### config.mk
export PLATFORM = sky130hd
export DESIGN_NAME = oled_command_decoder
export DESIGN_NICKNAME = d
export VERILOG_FILES = /design/src/shared/oled_cmd_pkg.sv /design/src/core/oled_command_decoder.sv
export SDC_FILE = /design/constraint.sdc
export NUM_CORES = 1
export LEC_CHECK = 0
export ABC_AREA = 1
export BUFFER_PORTS_ARGS = -buffer_cell sky130_fd_sc_hd__buf_2
export CORE_UTILIZATION = 57
export DETAILED_ROUTE_END_ITERATION = 10
export HOLD_SLACK_MARGIN = 0.15
export PLACE_DENSITY = 0.84
export SYNTH_ARGS = -nofsm -noshare
export SYNTH_HDL_FRONTEND = slang
export SYNTH_SLANG_ARGS = --single-unit
export TNS_END_PERCENT = 10
### constraint.sdc
create_clock -name ref_clk -period 2.7 [get_ports ref_clk]
set_input_delay 0.135 -clock ref_clk [delete_from_list [all_inputs] [get_ports ref_clk]]
set_output_delay 0.135 -clock ref_clk [all_outputs]
set_load 0.02 [all_outputs]
### src/shared/oled_cmd_pkg.sv
// Package with register map, opcodes, reset values and parameter counts of the OLED command decoder.
package oled_cmd_pkg;

  // APB register byte offsets.
  localparam logic [7:0] OFS_CMD_BYTE   = 8'h00;
  localparam logic [7:0] OFS_DATA_BYTE  = 8'h04;
  localparam logic [7:0] OFS_STATUS     = 8'h08;
  localparam logic [7:0] OFS_CFG_A      = 8'h0c;
  localparam logic [7:0] OFS_CFG_B      = 8'h10;
  localparam logic [7:0] OFS_CFG_C      = 8'h14;
  localparam logic [7:0] OFS_BANK_COLOR = 8'h18;
  localparam logic [7:0] OFS_CTRL       = 8'h1c;

  // Opcodes.
  localparam logic [7:0] OP_BANK_COLOR_HI = 8'h93;
  localparam logic [7:0] OP_SEG_REMAP     = 8'ha0;
  localparam logic [7:0] OP_ENTIRE_ON     = 8'ha4;
  localparam logic [7:0] OP_INVERSE       = 8'ha6;
  localparam logic [7:0] OP_MUX_RATIO     = 8'ha8;
  localparam logic [7:0] OP_DIM_SETUP     = 8'hab;
  localparam logic [7:0] OP_DISP_DIM      = 8'hac;
  localparam logic [7:0] OP_MASTER_CFG    = 8'had;
  localparam logic [7:0] OP_DISP_OFF      = 8'hae;
  localparam logic [7:0] OP_DISP_NORMAL   = 8'haf;
  localparam logic [7:0] OP_PAGE_START    = 8'hb0;
  localparam logic [7:0] OP_COM_SCAN      = 8'hc0;
  localparam logic [7:0] OP_DISP_OFFSET   = 8'hd3;
  localparam logic [7:0] OP_CLOCK_DIV     = 8'hd5;
  localparam logic [7:0] OP_AREA_COLOR    = 8'hd8;
  localparam logic [7:0] OP_PRECHARGE     = 8'hd9;
  localparam logic [7:0] OP_COM_PINS      = 8'hda;
  localparam logic [7:0] OP_DESELECT      = 8'hdb;
  localparam logic [7:0] OP_RMW_ENTER     = 8'he0;
  localparam logic [7:0] OP_NOP           = 8'he3;
  localparam logic [7:0] OP_RMW_EXIT      = 8'hee;
  localparam logic [7:0] SUPPLY_EXTERNAL  = 8'hae;

  // Reset values.
  localparam logic [5:0] RST_MUX_N     = 6'h3f;
  localparam logic [5:0] MUX_N_MIN     = 6'h0f;
  localparam logic [3:0] RST_CLK_DIV   = 4'h0;
  localparam logic [3:0] RST_OSC_FREQ  = 4'h7;
  localparam logic [3:0] RST_PHASE     = 4'h2;
  localparam logic [3:0] RST_DESELECT  = 4'hd;
  localparam logic [1:0] RST_ADDR_MODE = 2'h2;
  localparam logic [1:0] ADDR_MODE_PAGE = 2'h2;

  typedef enum logic [1:0] {DISP_OFF, DISP_ON_DIM, DISP_ON_NORMAL} disp_state_t;
  typedef enum logic {ST_OPCODE, ST_PARAM} dec_state_t;

  // Number of parameter bytes that follow each opcode.
  function automatic logic [2:0] param_count(input logic [7:0] op);
    logic [2:0] n;
    n = 3'h0;
    case (op)
      OP_BANK_COLOR_HI: n = 3'h4;
      OP_DIM_SETUP:     n = 3'h3;
      OP_MUX_RATIO, OP_MASTER_CFG, OP_DISP_OFFSET, OP_CLOCK_DIV, OP_AREA_COLOR,
      OP_PRECHARGE, OP_COM_PINS, OP_DESELECT: n = 3'h1;
      default:          n = 3'h0;
    endcase
    return n;
  endfunction : param_count

endpackage : oled_cmd_pkg

### src/core/oled_command_decoder.sv
// Command byte decoder of a small graphic OLED controller, reached over APB.
//
// What this block does
// - Opcode A0/A1 low bit picks column 0 or 131 on first segment; reset 0.
// - A4 follows display RAM, A5 forces all pixels on; reset follows RAM.
// - A6 normal polarity, A7 inverted; reset normal.
// - A8 plus one byte sets multiplex ratio N+1; N below 15 invalid; reset 64.
// - AB takes three bytes: reserved, dim contrast for base bank, dim brightness.
// - AD takes one byte; AE selects external supply, also the reset setting.
// - AC dim on, AE off, AF normal on; display is off after reset.
// - B0-B7 load low three bits as page start address.
// - C0/C8 bit 3 picks normal or reversed row scan; reset normal.
// - D3 plus one byte sets row shift 0 to 63; reset zero.
// - D5 byte: low nibble clock divide minus one, high nibble oscillator; resets 0,7.
// - D8 byte: bits 5:4 colour mode, bits 2 and 0 low power; reset 00.
// - D9 byte: phase 1 low nibble, phase 2 high nibble; zero forbidden, but stored as written; reset 2.
// - DA byte: bit 4 alternative pins, bit 5 left/right remap; both reset 1.
// - DB byte bits 5:2 set row deselect level; reset 1101b.
// - E0 enters read-modify-write mode, EE leaves it.
// - E3 is accepted and changes nothing.
// - Bank colour command takes four bytes of 2-bit colours, banks 17 to 32.
// - Page start applies only while addressing mode is page mode (10b).
`timescale 1ns/10ps
module oled_command_decoder
  import oled_cmd_pkg::*;
(
  input  wire logic        ref_clk,
  input  wire logic        nrst,
  input  wire logic        psel,
  input  wire logic        penable,
  input  wire logic        pwrite,
  input  wire logic [7:0]  paddr,
  input  wire logic [31:0] pwdata,
  output logic [31:0]      prdata,
  output logic             pready,
  output logic             pslverr,
  output logic             seg_remap,
  output logic             entire_on,
  output logic             inverse_on,
  output logic [6:0]       multiplex_ratio,
  output logic             com_scan_rev,
  output logic [1:0]       display_state,
  output logic [2:0]       page_start,
  output logic             page_start_active,
  output logic             rmw_mode,
  output logic [7:0]       display_data,
  output logic             display_data_valid
);

  ////////////////////////////////////////////////////////////////////////////
  // APB decode. Every access completes in its first access cycle.

  logic        apb_wr;
  logic        apb_rd;
  logic        hit_cmd;
  logic        hit_data;
  logic        hit_status;
  logic        hit_cfg_a;
  logic        hit_cfg_b;
  logic        hit_cfg_c;
  logic        hit_bank;
  logic        hit_ctrl;
  logic        hit_any;
  logic        cmd_wr;
  logic        data_wr;
  logic        ctrl_wr;
  logic [7:0]  byte_in;

  assign apb_wr     = psel & penable & pwrite;
  assign apb_rd     = psel & penable & ~pwrite;
  assign hit_cmd    = (paddr == OFS_CMD_BYTE);
  assign hit_data   = (paddr == OFS_DATA_BYTE);
  assign hit_status = (paddr == OFS_STATUS);
  assign hit_cfg_a  = (paddr == OFS_CFG_A);
  assign hit_cfg_b  = (paddr == OFS_CFG_B);
  assign hit_cfg_c  = (paddr == OFS_CFG_C);
  assign hit_bank   = (paddr == OFS_BANK_COLOR);
  assign hit_ctrl   = (paddr == OFS_CTRL);
  assign hit_any    = hit_cmd | hit_data | hit_status | hit_cfg_a
                    | hit_cfg_b | hit_cfg_c | hit_bank | hit_ctrl;
  // The command and data ports stand in for the select line: each has its own address.
  assign cmd_wr     = apb_wr & hit_cmd;
  assign data_wr    = apb_wr & hit_data;
  assign ctrl_wr    = apb_wr & hit_ctrl;
  assign byte_in    = pwdata[7:0];
  // Zero wait states: every register and setting settles within one clock.
  assign pready     = 1'b1;
  // Unmapped offsets answer with an error; writes to read-only offsets are dropped silently.
  assign pslverr    = psel & penable & ~hit_any;

  ////////////////////////////////////////////////////////////////////////////
  // Settings state.

  dec_state_t  state_r;
  logic [7:0]  cur_op_r;
  logic [2:0]  idx_r;
  logic        seg_remap_r;
  logic        entire_on_r;
  logic        inverse_r;
  logic [5:0]  mux_n_r;
  logic [7:0]  dim_contrast_r;
  logic [7:0]  dim_bright_r;
  logic        ext_supply_r;
  disp_state_t disp_r;
  logic [2:0]  page_start_r;
  logic        com_rev_r;
  logic [5:0]  offset_r;
  logic [3:0]  clk_div_r;
  logic [3:0]  osc_freq_r;
  logic [1:0]  color_mode_r;
  logic [1:0]  low_power_r;
  logic [3:0]  phase1_r;
  logic [3:0]  phase2_r;
  logic        com_alt_r;
  logic        com_lr_r;
  logic [3:0]  deselect_r;
  logic        rmw_r;
  logic [31:0] bank_color_r;
  logic [1:0]  addr_mode_r;
  logic [7:0]  data_r;
  logic        data_valid_r;

  ////////////////////////////////////////////////////////////////////////////
  // Byte classification.

  logic       take_op;
  logic       take_par;
  logic [2:0] op_params;
  logic       last_par;
  logic       par_first;
  logic       par_second;
  logic       par_third;

  assign take_op    = cmd_wr & (state_r == ST_OPCODE);
  assign take_par   = cmd_wr & (state_r == ST_PARAM);
  // The lookup gives how many bytes must follow the opcode now being written.
  assign op_params  = param_count(byte_in);
  assign last_par   = ((idx_r + 3'h1) == param_count(cur_op_r));
  assign par_first  = take_par & (idx_r == 3'h0);
  assign par_second = take_par & (idx_r == 3'h1);
  assign par_third  = take_par & (idx_r == 3'h2);

  // Single-byte opcodes, matched with their variable bits masked off.
  logic is_seg;
  logic is_entire;
  logic is_inv;
  logic is_page;
  logic is_scan;
  logic is_dim_on;
  logic is_off;
  logic is_norm_on;
  logic is_rmw_in;
  logic is_rmw_out;

  assign is_seg     = take_op & ((byte_in & 8'hfe) == OP_SEG_REMAP);
  assign is_entire  = take_op & ((byte_in & 8'hfe) == OP_ENTIRE_ON);
  assign is_inv     = take_op & ((byte_in & 8'hfe) == OP_INVERSE);
  assign is_page    = take_op & ((byte_in & 8'hf8) == OP_PAGE_START);
  // Bit 3 is the only variable bit of the row scan opcode, so the mask clears it alone.
  assign is_scan    = take_op & ((byte_in & 8'hf7) == OP_COM_SCAN);
  assign is_dim_on  = take_op & (byte_in == OP_DISP_DIM);
  assign is_off     = take_op & (byte_in == OP_DISP_OFF);
  assign is_norm_on = take_op & (byte_in == OP_DISP_NORMAL);
  assign is_rmw_in  = take_op & (byte_in == OP_RMW_ENTER);
  assign is_rmw_out = take_op & (byte_in == OP_RMW_EXIT);

  // One-parameter commands take effect on their only parameter byte.
  logic par_mux;
  logic par_master;
  logic par_offset;
  logic par_clk;
  logic par_area;
  logic par_pre;
  logic par_pins;
  logic par_desel;
  logic par_dim_b;
  logic par_dim_c;
  logic par_bank;

  assign par_mux    = par_first & (cur_op_r == OP_MUX_RATIO);
  assign par_master = par_first & (cur_op_r == OP_MASTER_CFG);
  assign par_offset = par_first & (cur_op_r == OP_DISP_OFFSET);
  assign par_clk    = par_first & (cur_op_r == OP_CLOCK_DIV);
  assign par_area   = par_first & (cur_op_r == OP_AREA_COLOR);
  assign par_pre    = par_first & (cur_op_r == OP_PRECHARGE);
  assign par_pins   = par_first & (cur_op_r == OP_COM_PINS);
  assign par_desel  = par_first & (cur_op_r == OP_DESELECT);
  // The first dim-mode byte is reserved and only consumed.
  assign par_dim_b  = par_second & (cur_op_r == OP_DIM_SETUP);
  assign par_dim_c  = par_third & (cur_op_r == OP_DIM_SETUP);
  assign par_bank   = take_par & (cur_op_r == OP_BANK_COLOR_HI);

  ////////////////////////////////////////////////////////////////////////////
  // Decoder sequencing.
  // A multi-byte opcode parks its code in cur_op_r, so its parameter bytes never reach the opcode match.

  always_ff @(posedge ref_clk or negedge nrst) begin
    if (!nrst) begin
      state_r  <= ST_OPCODE;
      cur_op_r <= OP_NOP;
      idx_r    <= 3'h0;
    end else if (take_op && op_params != 3'h0) begin
      state_r  <= ST_PARAM;
      cur_op_r <= byte_in;
      idx_r    <= 3'h0;
    end else if (take_par) begin
      // Unknown opcodes never reach here: they count zero parameters.
      state_r  <= last_par ? ST_OPCODE : ST_PARAM;
      idx_r    <= idx_r + 3'h1;
    end
  end

  ////////////////////////////////////////////////////////////////////////////
  // Single-byte settings. NOP and unknown opcodes match none of these.

  always_ff @(posedge ref_clk or negedge nrst) begin
    if (!nrst) begin
      seg_remap_r  <= 1'b0;
      entire_on_r  <= 1'b0;
      inverse_r    <= 1'b0;
      com_rev_r    <= 1'b0;
      page_start_r <= 3'h0;
      rmw_r        <= 1'b0;
    end else begin
      if (is_seg) seg_remap_r <= byte_in[0];
      if (is_entire) entire_on_r <= byte_in[0];
      if (is_inv) inverse_r <= byte_in[0];
      if (is_scan) com_rev_r <= byte_in[3];
      if (is_page) page_start_r <= byte_in[2:0];
      if (is_rmw_in) rmw_r <= 1'b1;
      else if (is_rmw_out) rmw_r <= 1'b0;
    end
  end

  always_ff @(posedge ref_clk or negedge nrst) begin
    if (!nrst) begin
      disp_r <= DISP_OFF;
    end else if (is_dim_on) begin
      disp_r <= DISP_ON_DIM;
    end else if (is_off) begin
      disp_r <= DISP_OFF;
    end else if (is_norm_on) begin
      disp_r <= DISP_ON_NORMAL;
    end
  end

  ////////////////////////////////////////////////////////////////////////////
  // Parameterised settings.

  always_ff @(posedge ref_clk or negedge nrst) begin
    if (!nrst) begin
      mux_n_r      <= RST_MUX_N;
      ext_supply_r <= 1'b1;
      offset_r     <= 6'h00;
      clk_div_r    <= RST_CLK_DIV;
      osc_freq_r   <= RST_OSC_FREQ;
      color_mode_r <= 2'h0;
      low_power_r  <= 2'h0;
    end else begin
      // An invalid ratio is dropped so the panel never scans fewer than 16 rows.
      if (par_mux && byte_in[5:0] >= MUX_N_MIN) mux_n_r <= byte_in[5:0];
      if (par_master) ext_supply_r <= (byte_in == SUPPLY_EXTERNAL);
      if (par_offset) offset_r <= byte_in[5:0];
      if (par_clk) begin
        clk_div_r  <= byte_in[3:0];
        osc_freq_r <= byte_in[7:4];
      end
      if (par_area) begin
        color_mode_r <= byte_in[5:4];
        low_power_r  <= {byte_in[2], byte_in[0]};
      end
    end
  end

  always_ff @(posedge ref_clk or negedge nrst) begin
    if (!nrst) begin
      phase1_r       <= RST_PHASE;
      phase2_r       <= RST_PHASE;
      com_alt_r      <= 1'b1;
      com_lr_r       <= 1'b1;
      deselect_r     <= RST_DESELECT;
      dim_contrast_r <= 8'h00;
      dim_bright_r   <= 8'h00;
    end else begin
      // Zero periods are the host's to avoid; they are stored as written.
      if (par_pre) begin
        phase1_r <= byte_in[3:0];
        phase2_r <= byte_in[7:4];
      end
      if (par_pins) begin
        com_alt_r <= byte_in[4];
        com_lr_r  <= byte_in[5];
      end
      if (par_desel) deselect_r <= byte_in[5:2];
      if (par_dim_b) dim_contrast_r <= byte_in;
      if (par_dim_c) dim_bright_r <= byte_in;
    end
  end

  // Bank 17 lands in bits 1:0, bank 32 in bits 31:30.
  always_ff @(posedge ref_clk or negedge nrst) begin
    if (!nrst) begin
      bank_color_r <= 32'h0000_0000;
    end else if (par_bank) begin
      bank_color_r[{idx_r[1:0], 3'h0} +: 8] <= byte_in;
    end
  end

  ////////////////////////////////////////////////////////////////////////////
  // Software control and display data pass-through.
  // Display data never enters the command decoder; each data write gives one valid pulse.

  always_ff @(posedge ref_clk or negedge nrst) begin
    if (!nrst) begin
      addr_mode_r  <= RST_ADDR_MODE;
      data_r       <= 8'h00;
      data_valid_r <= 1'b0;
    end else begin
      if (ctrl_wr) addr_mode_r <= pwdata[1:0];
      data_valid_r <= data_wr;
      if (data_wr) data_r <= byte_in;
    end
  end

  ////////////////////////////////////////////////////////////////////////////
  // Read mux and outputs.

  logic [31:0] status_word;
  logic [31:0] cfg_a_word;
  logic [31:0] cfg_b_word;
  logic [31:0] cfg_c_word;
  logic [31:0] ctrl_word;

  // Status holds the waiting flag in bit 0, the parameter index in bits 4:2 and the opcode in bits 15:8.
  assign status_word = {16'h0000, cur_op_r, 3'h0, idx_r, 1'b0, (state_r == ST_PARAM)};
  // The single-byte settings sit above the six-bit ratio field.
  assign cfg_a_word  = {13'h0000, page_start_r, 1'b0, ext_supply_r, rmw_r, com_rev_r, disp_r, inverse_r,
                        entire_on_r, seg_remap_r, 1'b0, mux_n_r};
  // D5, D9 and the dim bytes read back as written; the D8 fields are moved and the DA bits share a byte lane with DB.
  assign cfg_b_word  = {phase2_r, phase1_r, 1'b0, low_power_r[1], 1'b0, low_power_r[0], 2'h0, color_mode_r,
                        osc_freq_r, clk_div_r, 2'h0, offset_r};
  assign cfg_c_word  = {8'h00, dim_bright_r, dim_contrast_r, 2'h0, deselect_r, com_lr_r, com_alt_r};
  // The addressing mode is the only writable field, as no command of this block reaches it.
  assign ctrl_word   = {30'h0000_0000, addr_mode_r};

  always_comb begin
    prdata = 32'h0000_0000;
    if (apb_rd) begin
      case (1'b1)
        hit_status: prdata = status_word;
        hit_cfg_a:  prdata = cfg_a_word;
        hit_cfg_b:  prdata = cfg_b_word;
        hit_cfg_c:  prdata = cfg_c_word;
        hit_bank:   prdata = bank_color_r;
        hit_ctrl:   prdata = ctrl_word;
        default:    prdata = 32'h0000_0000;
      endcase
    end
  end

  assign seg_remap          = seg_remap_r;
  assign entire_on          = entire_on_r;
  assign inverse_on         = inverse_r;
  assign multiplex_ratio    = {1'b0, mux_n_r} + 7'h01;
  assign com_scan_rev       = com_rev_r;
  assign display_state      = disp_r;
  assign page_start         = page_start_r;
  assign page_start_active  = (addr_mode_r == ADDR_MODE_PAGE);
  assign rmw_mode           = rmw_r;
  assign display_data       = data_r;
  assign display_data_valid = data_valid_r;

endmodule : oled_command_decoder

==> key figures, run 1 <==
STA
  – Fin. Hold Viols: 0
  – Final setup viols: 0
  – Minimum hold slack: 0.1609 ns
  – Setup ws final: 0.05690 ns
  – Max Slew Vio Count: 0
  – Tmin final: 2.643 ns
  – Unrepaired setup endpoints after global routing: true
  – Period utilization: 0.9789
  – Max Fclk: 378.3 MHz
  – Slew @ Worst Pin: 0.6927 ns
  – Worst slew margin: 0.5377
  – Final setup skew: 0.009070 ns

Yosys
  – Sequential fraction of the synthesis area: 0.4696
  – Synth area leaders: dfrtp_1, nand2_1, dfstp_2, o21ai_1, o21ai_0
  – Post-synth EDFFs: 0
  – Async set-reset flop share out of synthesis: 1.000
  – Yosys cell types: 41
  – Synth Area per Inst: 7.760 µm²
  – Most common cell in the netlist: nand2_1
  – Warning count from the yosys run: 0
  – Post-synth top area cell: dfrtp_1
  – Synthesized cell area: 6456 µm²
  – Synth top cells by count: nand2_1, dfrtp_1, o21ai_1, o21ai_0, inv_1
  – Synthesis-stage register bit count: 120
  – Synth top area share: 0.3760
  – Most frequently used flop master after synthesis: dfrtp_1
  – Post-synthesis cell count: 832
  – Post-synth net total: 884

Layout
  – Register area: 3032 µm²
  – Final net count: 975
  – Design Area, Final: 7661 µm²
  – Area delta synth->final: 18.66%
  – Multi-input gate area: 2975 µm²
  – Fraction of layout cells with a size suffix above 1: 0.2073
  – Fill cells: 887
  – Ant. Diodes: 0

Global routing
  – First-pass GRT wire length: 29440 µm
  – Grt ovf: 0
  – Vias in the first global route: 5685
  – Initial antenna violation count: 0
  – Overall global routing resource usage: 0.3430
  – Largest net degree at the start of global routing: 40

Die
  – Effective utilization at floorplan: 0.5904
  – Row count: 38
  – Die width: 108.4 µm
  – I/O pin total: 106
  – Die Area: 11760 µm²
  – Die Span Y: 108.4 µm
  – Placeable Area: 10940 µm²

Placed design
  – Placer Congestion: 0.9682
  – HPWL Detailed: 12890 µm
  – Post-Place Cell Area: 6967 µm²
  – Port Buffers: 80
  – DP Worst Slack: 0.5543 ns

Min path
  – Worst Hold Class: in -> reg

Worst setup path
  – Crit start category: input pin
  – Critical path class: in -> out
  – Critical path capture point type: output pin
  – Worst path most repeated cell: nand2_1
  – Crit-path leading delay family: simple AND/OR/NAND/NOR gates
  – Number of buffers and inverters on the critical path: 4
  – CP cell instances: dlygate4sd3_1, buf_2, inv_1, nand2_1, nor2_1, nor2_1, nand2_1, nor2_1, nand2_1, nand2_1, buf_2
  – Crit-path max FO: 13
  – Slowest-stage cell, CP: dlygate4sd3_1
  – Critical Path RT: 2.57 ns
  – CP max stage delay: 0.53 ns
  – Crit path DAT: 2.51 ns

Power
  – Power per cell area: 543.2 nW/µm²
  – Leakage: 0.003430 µW
  – Pwr Total: 4161 µW
  – Worst IR Drop VDD: 411.9 µV

Detailed routing
  – Vias: 6232
  – Post-DR wirelength/cell: 17.71 µm
  – Via/cell ratio: 5.792
  – # DRC: 0
  – Antenna Violating Nets Remaining: 0
  – DRT Pass-1 Iters: 6
  – Initial DRC Count: 658
  – Final wirelength: 19060 µm

Job
  – Max-cap violations: 0

Clocking
  – Sink Count: 120
  – Maximum root-to-sink buffer count: 2
  – Clk pin slew, worst setup/hold paths: 0.05 ns
  – Clock H-tree levels: 4
  – Clk_lat worst skew: 0.43 ns
  – Total setup buffers inserted after CTS: 0
  – TritonCTS clock tree: yes
  – Root Driver: clkbuf_16
  – Clock buffer count from CTS: 17

Status
  – Outcome: completed
-- metal layers --
layer	track usage	up-vias	routed length, µm
li1	-	2916	-
met1	0.4591	2882	7470
met2	0.5036	372	8493
met3	0.1037	62	2272
met4	0.1737	0	820
met5	0	-	0
-- per-stage QoR --
stage | setup TNS (ns) | utilization | cells
after floorplan | 0 | - | 832
after global placement | 0 | 0.6371 | 1032
after detailed placement | 0 | 0.6371 | 1032
after CTS | 0 | 0.6999 | 1076
after global routing | -0.04161 | 0.7006 | 1076
final | 0 | 0.7006 | 1076
-- power breakdown --
| group | internal, µW | switching, µW | total, µW |
|---|---|---|---|
| sequential | 1800 | 1.53 | 1810 |
| combinational | 49.0 | 147 | 196 |
| clock | 1360 | 801 | 2160 |
| total | 3210 | 949 | 4160 |
-- worst paths after layout --
| kind | from | to | slack, ns | cells past startpoint |
|---|---|---|---|---|
| max in group asynchronous | nrst | deselect_r[2]$_DFFE_PN1P_ | 1.69 | 3 |
| setup / recovery | paddr[2] | prdata[1] | 0.06 | 11 |
| setup reg to reg | idx_r[1]$_DFFE_PN0P_ | offset_r[3]$_DFFE_PN0P_ | 0.55 | 8 |
| min in group asynchronous | nrst | bank_color_r[31]$_DFFE_PN0P_ | 0.24 | 2 |
| hold reg to reg | cur_op_r[7]$_DFFE_PN1P_ | cur_op_r[7]$_DFFE_PN1P_ | 0.48 | 2 |
| hold / removal | pwrite | addr_mode_r[1]$_DFFE_PN1P_ | 0.16 | 5 |
-- cell usage in the layout, fill, tap and decap left out, drive strengths merged --
master       netlist  layout
nand3             57      57
o22ai              1       1
clkbuf            19      25
o31ai              2       2
nand2            269     269
o21ai            148     148
nand4             15      15
inv               64      64
o211ai             1       1
clkinvlp           0       3
a41oi              1       1
or2                1       1
clkinv             2       5
buf               18      97
bufinv             0       1
a31oi              2       2
nor2              60      60
ha                 7       7
dfrtp             97      97
xor2               5       5
conb               1       1
o221ai             3       3
nor3b              1       1
nor4               2       2
dfstp             23      23
a21oi             27      27
nor3               6       6
dlygate4sd3        0      12
-- logic make-up (layout without fill, tap and decap cells) --
logic type               Yosys count  in the layout  share of synthesized area
AND/OR/NAND/NOR                  411            411                     0.2907
AO/OA/AOI/OAI                    185            185                     0.1481
flip-flops                       120            120                     0.4696
buffers and inverters            103            207                    0.07073
adder cells (fa/ha/maj)            7              7                    0.01357
XOR/XNOR                           5              5                   0.006783
other                              1              1                  0.0005808
-- worst register-to-register path, cell delays in order, from the launching register on --
cell	delay (ns)
dfrtp_1	0.47
inv_1	0.15
ha_1	0.25
inv_1	0.09
or2_2	0.33
nor2_8	0.23
nand3_2	0.26
nand2_1	0.16
o21ai_1	0.08
-- flip-flops by register name, indices dropped and copies added, names as in the netlist, 3 cells and up --
signal,count
bank_color_r,32
offset_r,6
phase2_r,4
osc_freq_r,4
deselect_r,4
idx_r,3
mux_n_r,6
dim_contrast_r,8
display_data,8
dim_bright_r,8
cur_op_r,8
clk_div_r,4
page_start,3
phase1_r,4
-- timing repair --
| action | in CTS | in global routing |
|---|---|---|
| endpoints found under the setup margin | 0 | 9 |
| gates resized for setup | 0 | 2 |
| hold endpoints to repair | 86 | 0 |
| hold buffers | 12 | 0 |
-- area by class of cell --
| class | count | share of cell area |
|---|---|---|
| clock inverters | 7 | 0.009309 |
| clock buffers | 25 | 0.06467 |
| repair buffers | 109 | 0.08656 |
| well taps | 140 | 0.02286 |
| multi-input cells | 609 | 0.3884 |
| inverters | 66 | 0.03250 |
| flip-flops and latches | 120 | 0.3957 |
Note: power is estimated with default switching activity, not from simulation.
==> inputs of run 2 (changes only) <==
==> constraint.sdc (replaced) <==
create_clock -name ref_clk -period 2.7 [get_ports ref_clk]
set_input_delay 0.405 -clock ref_clk [delete_from_list [all_inputs] [get_ports ref_clk]]
set_output_delay 0.405 -clock ref_clk [all_outputs]
set_load 0.02 [all_outputs]
==> key figures, run 2 (same netlist as run 1, synthesis figures left out) <==
Status
  – Outcome: completed

Detailed routing
  – Vias: 6239 (+0.11%)
  – Via/cell ratio: 5.842 (+0.86%)
  – Initial DRC Count: 775 (+18%)
  – Post-DR wirelength/cell: 17.85 µm (+0.76%)
  – # DRC: 0 (unchanged)
  – Antenna Violating Nets Remaining: 0 (unchanged)
  – DRT Pass-1 Iters: 5 (-1)
  – Final wirelength: 19060 µm (about the same)

Clocking
  – Root Driver: clkbuf_16
  – Clk_lat worst skew: 0.42 ns (about the same)
  – Clock buffer count from CTS: 17 (unchanged)
  – TritonCTS clock tree: yes
  – Sink Count: 120 (unchanged)
  – Maximum root-to-sink buffer count: 2 (unchanged)
  – Clk pin slew, worst setup/hold paths: 0.05 ns (about the same)
  – Clock H-tree levels: 4 (unchanged)
  – Total setup buffers inserted after CTS: 0 (unchanged)

Die
  – Die width: 108.4 µm (unchanged)
  – Effective utilization at floorplan: 0.5904 (unchanged)
  – Row count: 38 (unchanged)
  – Placeable Area: 10940 µm² (unchanged)
  – Die Span Y: 108.4 µm (unchanged)
  – Die Area: 11760 µm² (unchanged)
  – I/O pin total: 106 (unchanged)

Placed design
  – Post-Place Cell Area: 7002 µm² (+0.50%)
  – Port Buffers: 80 (unchanged)
  – HPWL Detailed: 12800 µm (-0.66%)
  – Placer Congestion: 0.9592 (-0.93%)
  – Placed cells: 1035 (+0.29%)

Worst setup path
  – Crit path DAT: 2.09 ns (-0.42 ns)
  – Crit-path max FO: 30 (+17)
  – Critical path capture point type: output pin
  – Crit start category: input pin
  – Critical Path RT: 2.30 ns (-0.27 ns)
  – Critical path class: in -> out

Layout
  – Final net count: 967 (-0.82%)
  – Design Area, Final: 7646 µm² (-0.20%)
  – Reg with most FFs: bank_color_r
  – Commonest cells after routing, fill and taps aside: nand2_1, dfrtp_1, o21ai_1
  – Area delta synth->final: 18.43%
  – Most common cell after layout, fill and taps aside: nand2_1
  – Fill cells: 862 (-2.8%)
  – Finished Layout Cells: 1068 (-0.74%)
  – Largest register FFs: 32 (unchanged)
  – Fraction of layout cells with a size suffix above 1: 0.2112 (+0.003942)
  – Ant. Diodes: 0 (unchanged)

Power
  – Worst IR Drop VDD: 375.4 µV (-8.9%)
  – Pwr Total: 4427 µW (+6.4%)
  – Sw frac: 0.2129 (-0.01522)
  – Power per cell area: 579.0 nW/µm² (+6.6%)
  – Gate power share: 0.042 (-0.005)
  – Reg power frac: 0.408 (-0.026)
  – P_int: 3485 µW (+8.5%)
  – Leakage: 0.003438 µW (+0.24%)
  – NetSw: 942.4 µW (-0.71%)
  – Clock Power Share: 0.550 (+0.031)

STA
  – Period utilization: 0.9249 (-0.05406)
  – Slew @ Worst Pin: 0.6520 ns (-0.04074 ns)
  – Final setup viols: 0 (unchanged)
  – Setup tns final: 0 ns (unchanged)
  – Tmin final: 2.497 ns (-0.1460 ns)
  – Final setup skew: 0.005616 ns (-0.003454 ns)
  – Fin. Hold Viols: 0 (unchanged)
  – Unrepaired setup endpoints after global routing: false
  – Max Slew Vio Count: 0 (unchanged)
  – Max Fclk: 400.5 MHz (+5.8%)
  – Worst slew margin: 0.5649 (+0.02719)

Global routing
  – Overall global routing resource usage: 0.3494 (+0.006321)
  – Largest net degree at the start of global routing: 57 (+43%)
  – Initial antenna violation count: 0 (unchanged)
  – Vias in the first global route: 5760 (+1.3%)
  – Grt ovf: 0 (unchanged)
  – First-pass GRT wire length: 30390 µm (+3.2%)

Min path
  – Worst Hold Class: in -> reg

Job
  – Max-cap violations: 0 (unchanged)
## run 2: critical path, stage by stage
cell	delay, ns
buf_2	0.09
inv_1	0.04
nor2_1	0.13
nand2_1	0.19
nor2_2	0.31
buf_12	0.23
nand2_1	0.12
nand2_1	0.08
o21ai_0	0.10
a21oi_1	0.19
buf_2	0.20
## run 2: cell type report
class,instances,area (µm²),share of cell area
clock buffers,24,491.7,0.06431
clock inverters,8,142.6,0.01865
inverters,66,249.0,0.03256
multi-input cells,609,2968,0.3882
flip-flops and latches,120,3032,0.3965
well taps,140,175.2,0.02291
repair buffers,101,588.1,0.07691
## run 2: path summary, 6_finish.rpt
| path | from | endpoint | cells after the start | slack (ns) |
|---|---|---|---|---|
| worst max-delay path | paddr[4] | prdata[2] | 11 | 0.20 |
| worst min-delay path | pwdata[0] | bank_color_r[0]$_DFFE_PN0P_ | 3 | 0.26 |
| worst max register to register | idx_r[1]$_DFFE_PN0P_ | bank_color_r[20]$_DFFE_PN0P_ | 6 | 0.21 |
| worst min register to register | cur_op_r[7]$_DFFE_PN1P_ | cur_op_r[7]$_DFFE_PN1P_ | 2 | 0.47 |
| max in group asynchronous | nrst | phase2_r[1]$_DFFE_PN1P_ | 3 | 1.41 |
| min in group asynchronous | nrst | phase2_r[3]$_DFFE_PN0P_ | 2 | 0.52 |
## run 2: per-layer routing
| metal | vias up | share of wire | wire, µm | track usage |
|---|---|---|---|---|
| li1 | 2894 | - | - | - |
| met1 | 2897 | 0.41 | 7779 | 0.4861 |
| met2 | 382 | 0.45 | 8512 | 0.5194 |
| met3 | 66 | 0.11 | 2009 | 0.08258 |
| met4 | 0 | 0.040 | 757 | 0.1554 |
| met5 | - | 0 | 0 | 0 |
## run 2: power groups by stage
stage	sequential [µW]	combinational [µW]	clock, µW
after floorplan	1840	73.4	0
after global placement	1840	183	0
after detailed placement	1840	184	0
after CTS	1810	186	2440
after global routing	1810	205	2520
final	1810	188	2430
## run 2: timing repair
| action | CTS | global route |
|---|---|---|
| gates resized for setup | 0 | 0 |
| endpoints found under the hold margin | 26 | 0 |
| hold buffers | 1 | 0 |
## run 2: through the flow
step / setup slack, ns / hold slack (ns) / util
2_1_floorplan: 0.5359 / 0.1094 / -
3_3_place_gp: 0.3020 / 0.4277 / 0.6403
3_5_place_dp: 0.2813 / 0.4257 / 0.6403
4_1_cts: 0.2058 / 0.2595 / 0.6992
5_1_grt: 0.02179 / 0.2931 / 0.6992
6_report: 0.2029 / 0.2624 / 0.6992
==> inputs of run 3 (changes only) <==
==> constraint.sdc (replaced) <==
create_clock -name ref_clk -period 2.3 [get_ports ref_clk]
set_input_delay 0.345 -clock ref_clk [delete_from_list [all_inputs] [get_ports ref_clk]]
set_output_delay 0.345 -clock ref_clk [all_outputs]
set_load 0.02 [all_outputs]
==> key figures, run 3 (same netlist as run 1, synthesis figures left out) <==
Job
  – Max-cap violations: 0 (unchanged)

Die
  – Die width: 108.4 µm (unchanged)
  – Die Area: 11760 µm² (unchanged)
  – Row count: 38 (unchanged)
  – Placeable Area: 10940 µm² (unchanged)
  – I/O pin total: 106 (unchanged)
  – Die Span Y: 108.4 µm (unchanged)
  – Effective utilization at floorplan: 0.5904 (unchanged)

Power
  – Worst IR Drop VDD: 468.6 µV (+25%)
  – Power per cell area: 643.3 nW/µm² (+11%)
  – Leakage: 0.003487 µW (+1.4%)

Clocking
  – Clock H-tree levels: 4 (unchanged)
  – Root Driver: clkbuf_16
  – Clk pin slew, worst setup/hold paths: 0.05 ns (about the same)
  – TritonCTS clock tree: yes
  – Clock buffer count from CTS: 17 (unchanged)
  – Clk_lat worst skew: 0.42 ns (about the same)
  – Maximum root-to-sink buffer count: 2 (unchanged)
  – Sink Count: 120 (unchanged)

Layout
  – Final Core Density: 0.7077 (+0.008467)
  – Final net count: 984 (+1.8%)
  – Reg with most FFs: bank_color_r
  – Fraction of layout cells with a size suffix above 1: 0.2286 (+0.01736)
  – Area delta synth->final: 19.86%
  – Ant. Diodes: 0 (unchanged)
  – Fill cells: 843 (-2.2%)
  – Commonest cells after routing, fill and taps aside: nand2_1, dfrtp_1, o21ai_1
  – Most common cell after layout, fill and taps aside: nand2_1
  – Design Area, Final: 7739 µm² (+1.2%)
  – Largest register FFs: 32 (unchanged)

Detailed routing
  – DRT Pass-1 Iters: 7 (+2)
  – Via/cell ratio: 5.916 (+1.3%)
  – Vias: 6419 (+2.9%)
  – Initial DRC Count: 755 (-2.6%)
  – Final wirelength: 19560 µm (+2.6%)
  – # DRC: 0 (unchanged)
  – Post-DR wirelength/cell: 18.03 µm (+1.0%)
  – Antenna Violating Nets Remaining: 0 (unchanged)

Worst setup path
  – Critical path capture point type: output pin
  – Critical path class: in -> out
  – Crit path DAT: 1.82 ns (-0.27 ns)
  – Critical Path RT: 1.96 ns (-0.34 ns)
  – Crit-path max FO: 9 (-70%)
  – Crit start category: input pin

Status
  – Outcome: completed

STA
  – Setup tns final: 0 ns (unchanged)
  – Final setup skew: 0.008343 ns (+0.002727 ns)
  – Unrepaired setup endpoints after global routing: false
  – Fin. Hold Viols: 0 (unchanged)
  – Final setup viols: 0 (unchanged)
  – Slew @ Worst Pin: 0.5708 ns (-0.08115 ns)
  – Max Slew Vio Count: 0 (unchanged)
  – Period utilization: 0.9392
  – Tmin final: 2.160 ns
  – Max Fclk: 462.9 MHz
  – Worst slew margin: 0.6180 (+0.05317)

Global routing
  – Overall global routing resource usage: 0.3573 (+0.007976)
  – Largest net degree at the start of global routing: 54 (-5.3%)
  – Vias in the first global route: 6016 (+4.4%)
  – Initial antenna violation count: 0 (unchanged)
  – First-pass GRT wire length: 31220 µm (+2.7%)
  – Grt ovf: 0 (unchanged)

Placed design
  – Placer Congestion: 0.9513 (-0.82%)
  – Post-Place Cell Area: 7142 µm² (+2.0%)
  – Port Buffers: 80 (unchanged)
  – HPWL Detailed: 13130 µm (+2.5%)

Min path
  – Worst Hold Class: in -> reg
## run 3: cell types whose count changed in the layout (fill, tap and decap cells not counted), sizes merged
cell,change
clkinv,+1
clkinvlp,+3
bufinv,-2
clkbuf,-3
inv,+1
buf,+17
## run 3: layer usage
layer,part of all wire,track usage
met2,0.46,0.5452
met5,0,0
met4,0.045,0.2017
met1,0.40,0.4725
met3,0.10,0.07715
## run 3: timing repair
item | CTS | global route
endpoints found under the hold margin | 24 | 0
buffers inserted | 0 | 0
hold buffers | 1 | 0
gates resized for setup | 0 | 5
endpoints found under the setup margin | 0 | 11
## run 3: final timing paths
path / cells past startpoint / start / endpoint / slack (ns)
hold reg to reg: 2 / com_alt_r$_DFFE_PN1P_ / com_alt_r$_DFFE_PN1P_ / 0.47
hold / removal: 3 / pwdata[0] / bank_color_r[0]$_DFFE_PN0P_ / 0.25
setup / recovery: 9 / paddr[4] / prdata[15] / 0.14
min in group asynchronous: 2 / nrst / bank_color_r[31]$_DFFE_PN0P_ / 0.38
setup reg to reg: 8 / idx_r[0]$_DFFE_PN0P_ / phase1_r[3]$_DFFE_PN0P_ / 0.20
max in group asynchronous: 3 / nrst / addr_mode_r[1]$_DFFE_PN1P_ / 1.19
## run 3: final cells by class
class	count	area, µm²	area share
Clock buffer	21	450.4	0.05821
Tap cell	140	175.2	0.02264
Sequential cell	120	3032	0.3918
Timing Repair Buffer	118	728.2	0.09410
Clock inverter	11	126.4	0.01633
Multi-Input combinational cell	609	2978	0.3848
Inverter	66	249.0	0.03217
## run 3: stage by stage
step | std cells | hold slack, ns | worst slack [ns] | power (µW)
6_report | 1085 | 0.2472 | 0.1399 | 4978
5_1_grt | 1085 | 0.2490 | 0.01900 | 5078
4_1_cts | 1085 | 0.2404 | 0.04962 | 4962
3_5_place_dp | 1052 | 0.2768 | 0.05745 | 2382
3_3_place_gp | 1052 | 0.2795 | 0.09298 | 2381
2_1_floorplan | 832 | 0.04941 | 0.1891 | 2244
## run 3: power breakdown
group	switching [µW]	leakage (µW)	internal (µW)	total (µW)
Clock	1000	0.000270	1620	2620
Sequential	1.75	0.00159	2120	2120
Combinational	176	0.00162	59.3	236
## run 3: worst max-delay path, stage by stage
cell and delay [ns]:
buf_2 0.09, inv_1 0.03, nor2_1 0.11, nand2_1 0.19, nor2_4 0.23, buf_4 0.22, nand2_1 0.09, a41oi_1 0.28
buf_2 0.22
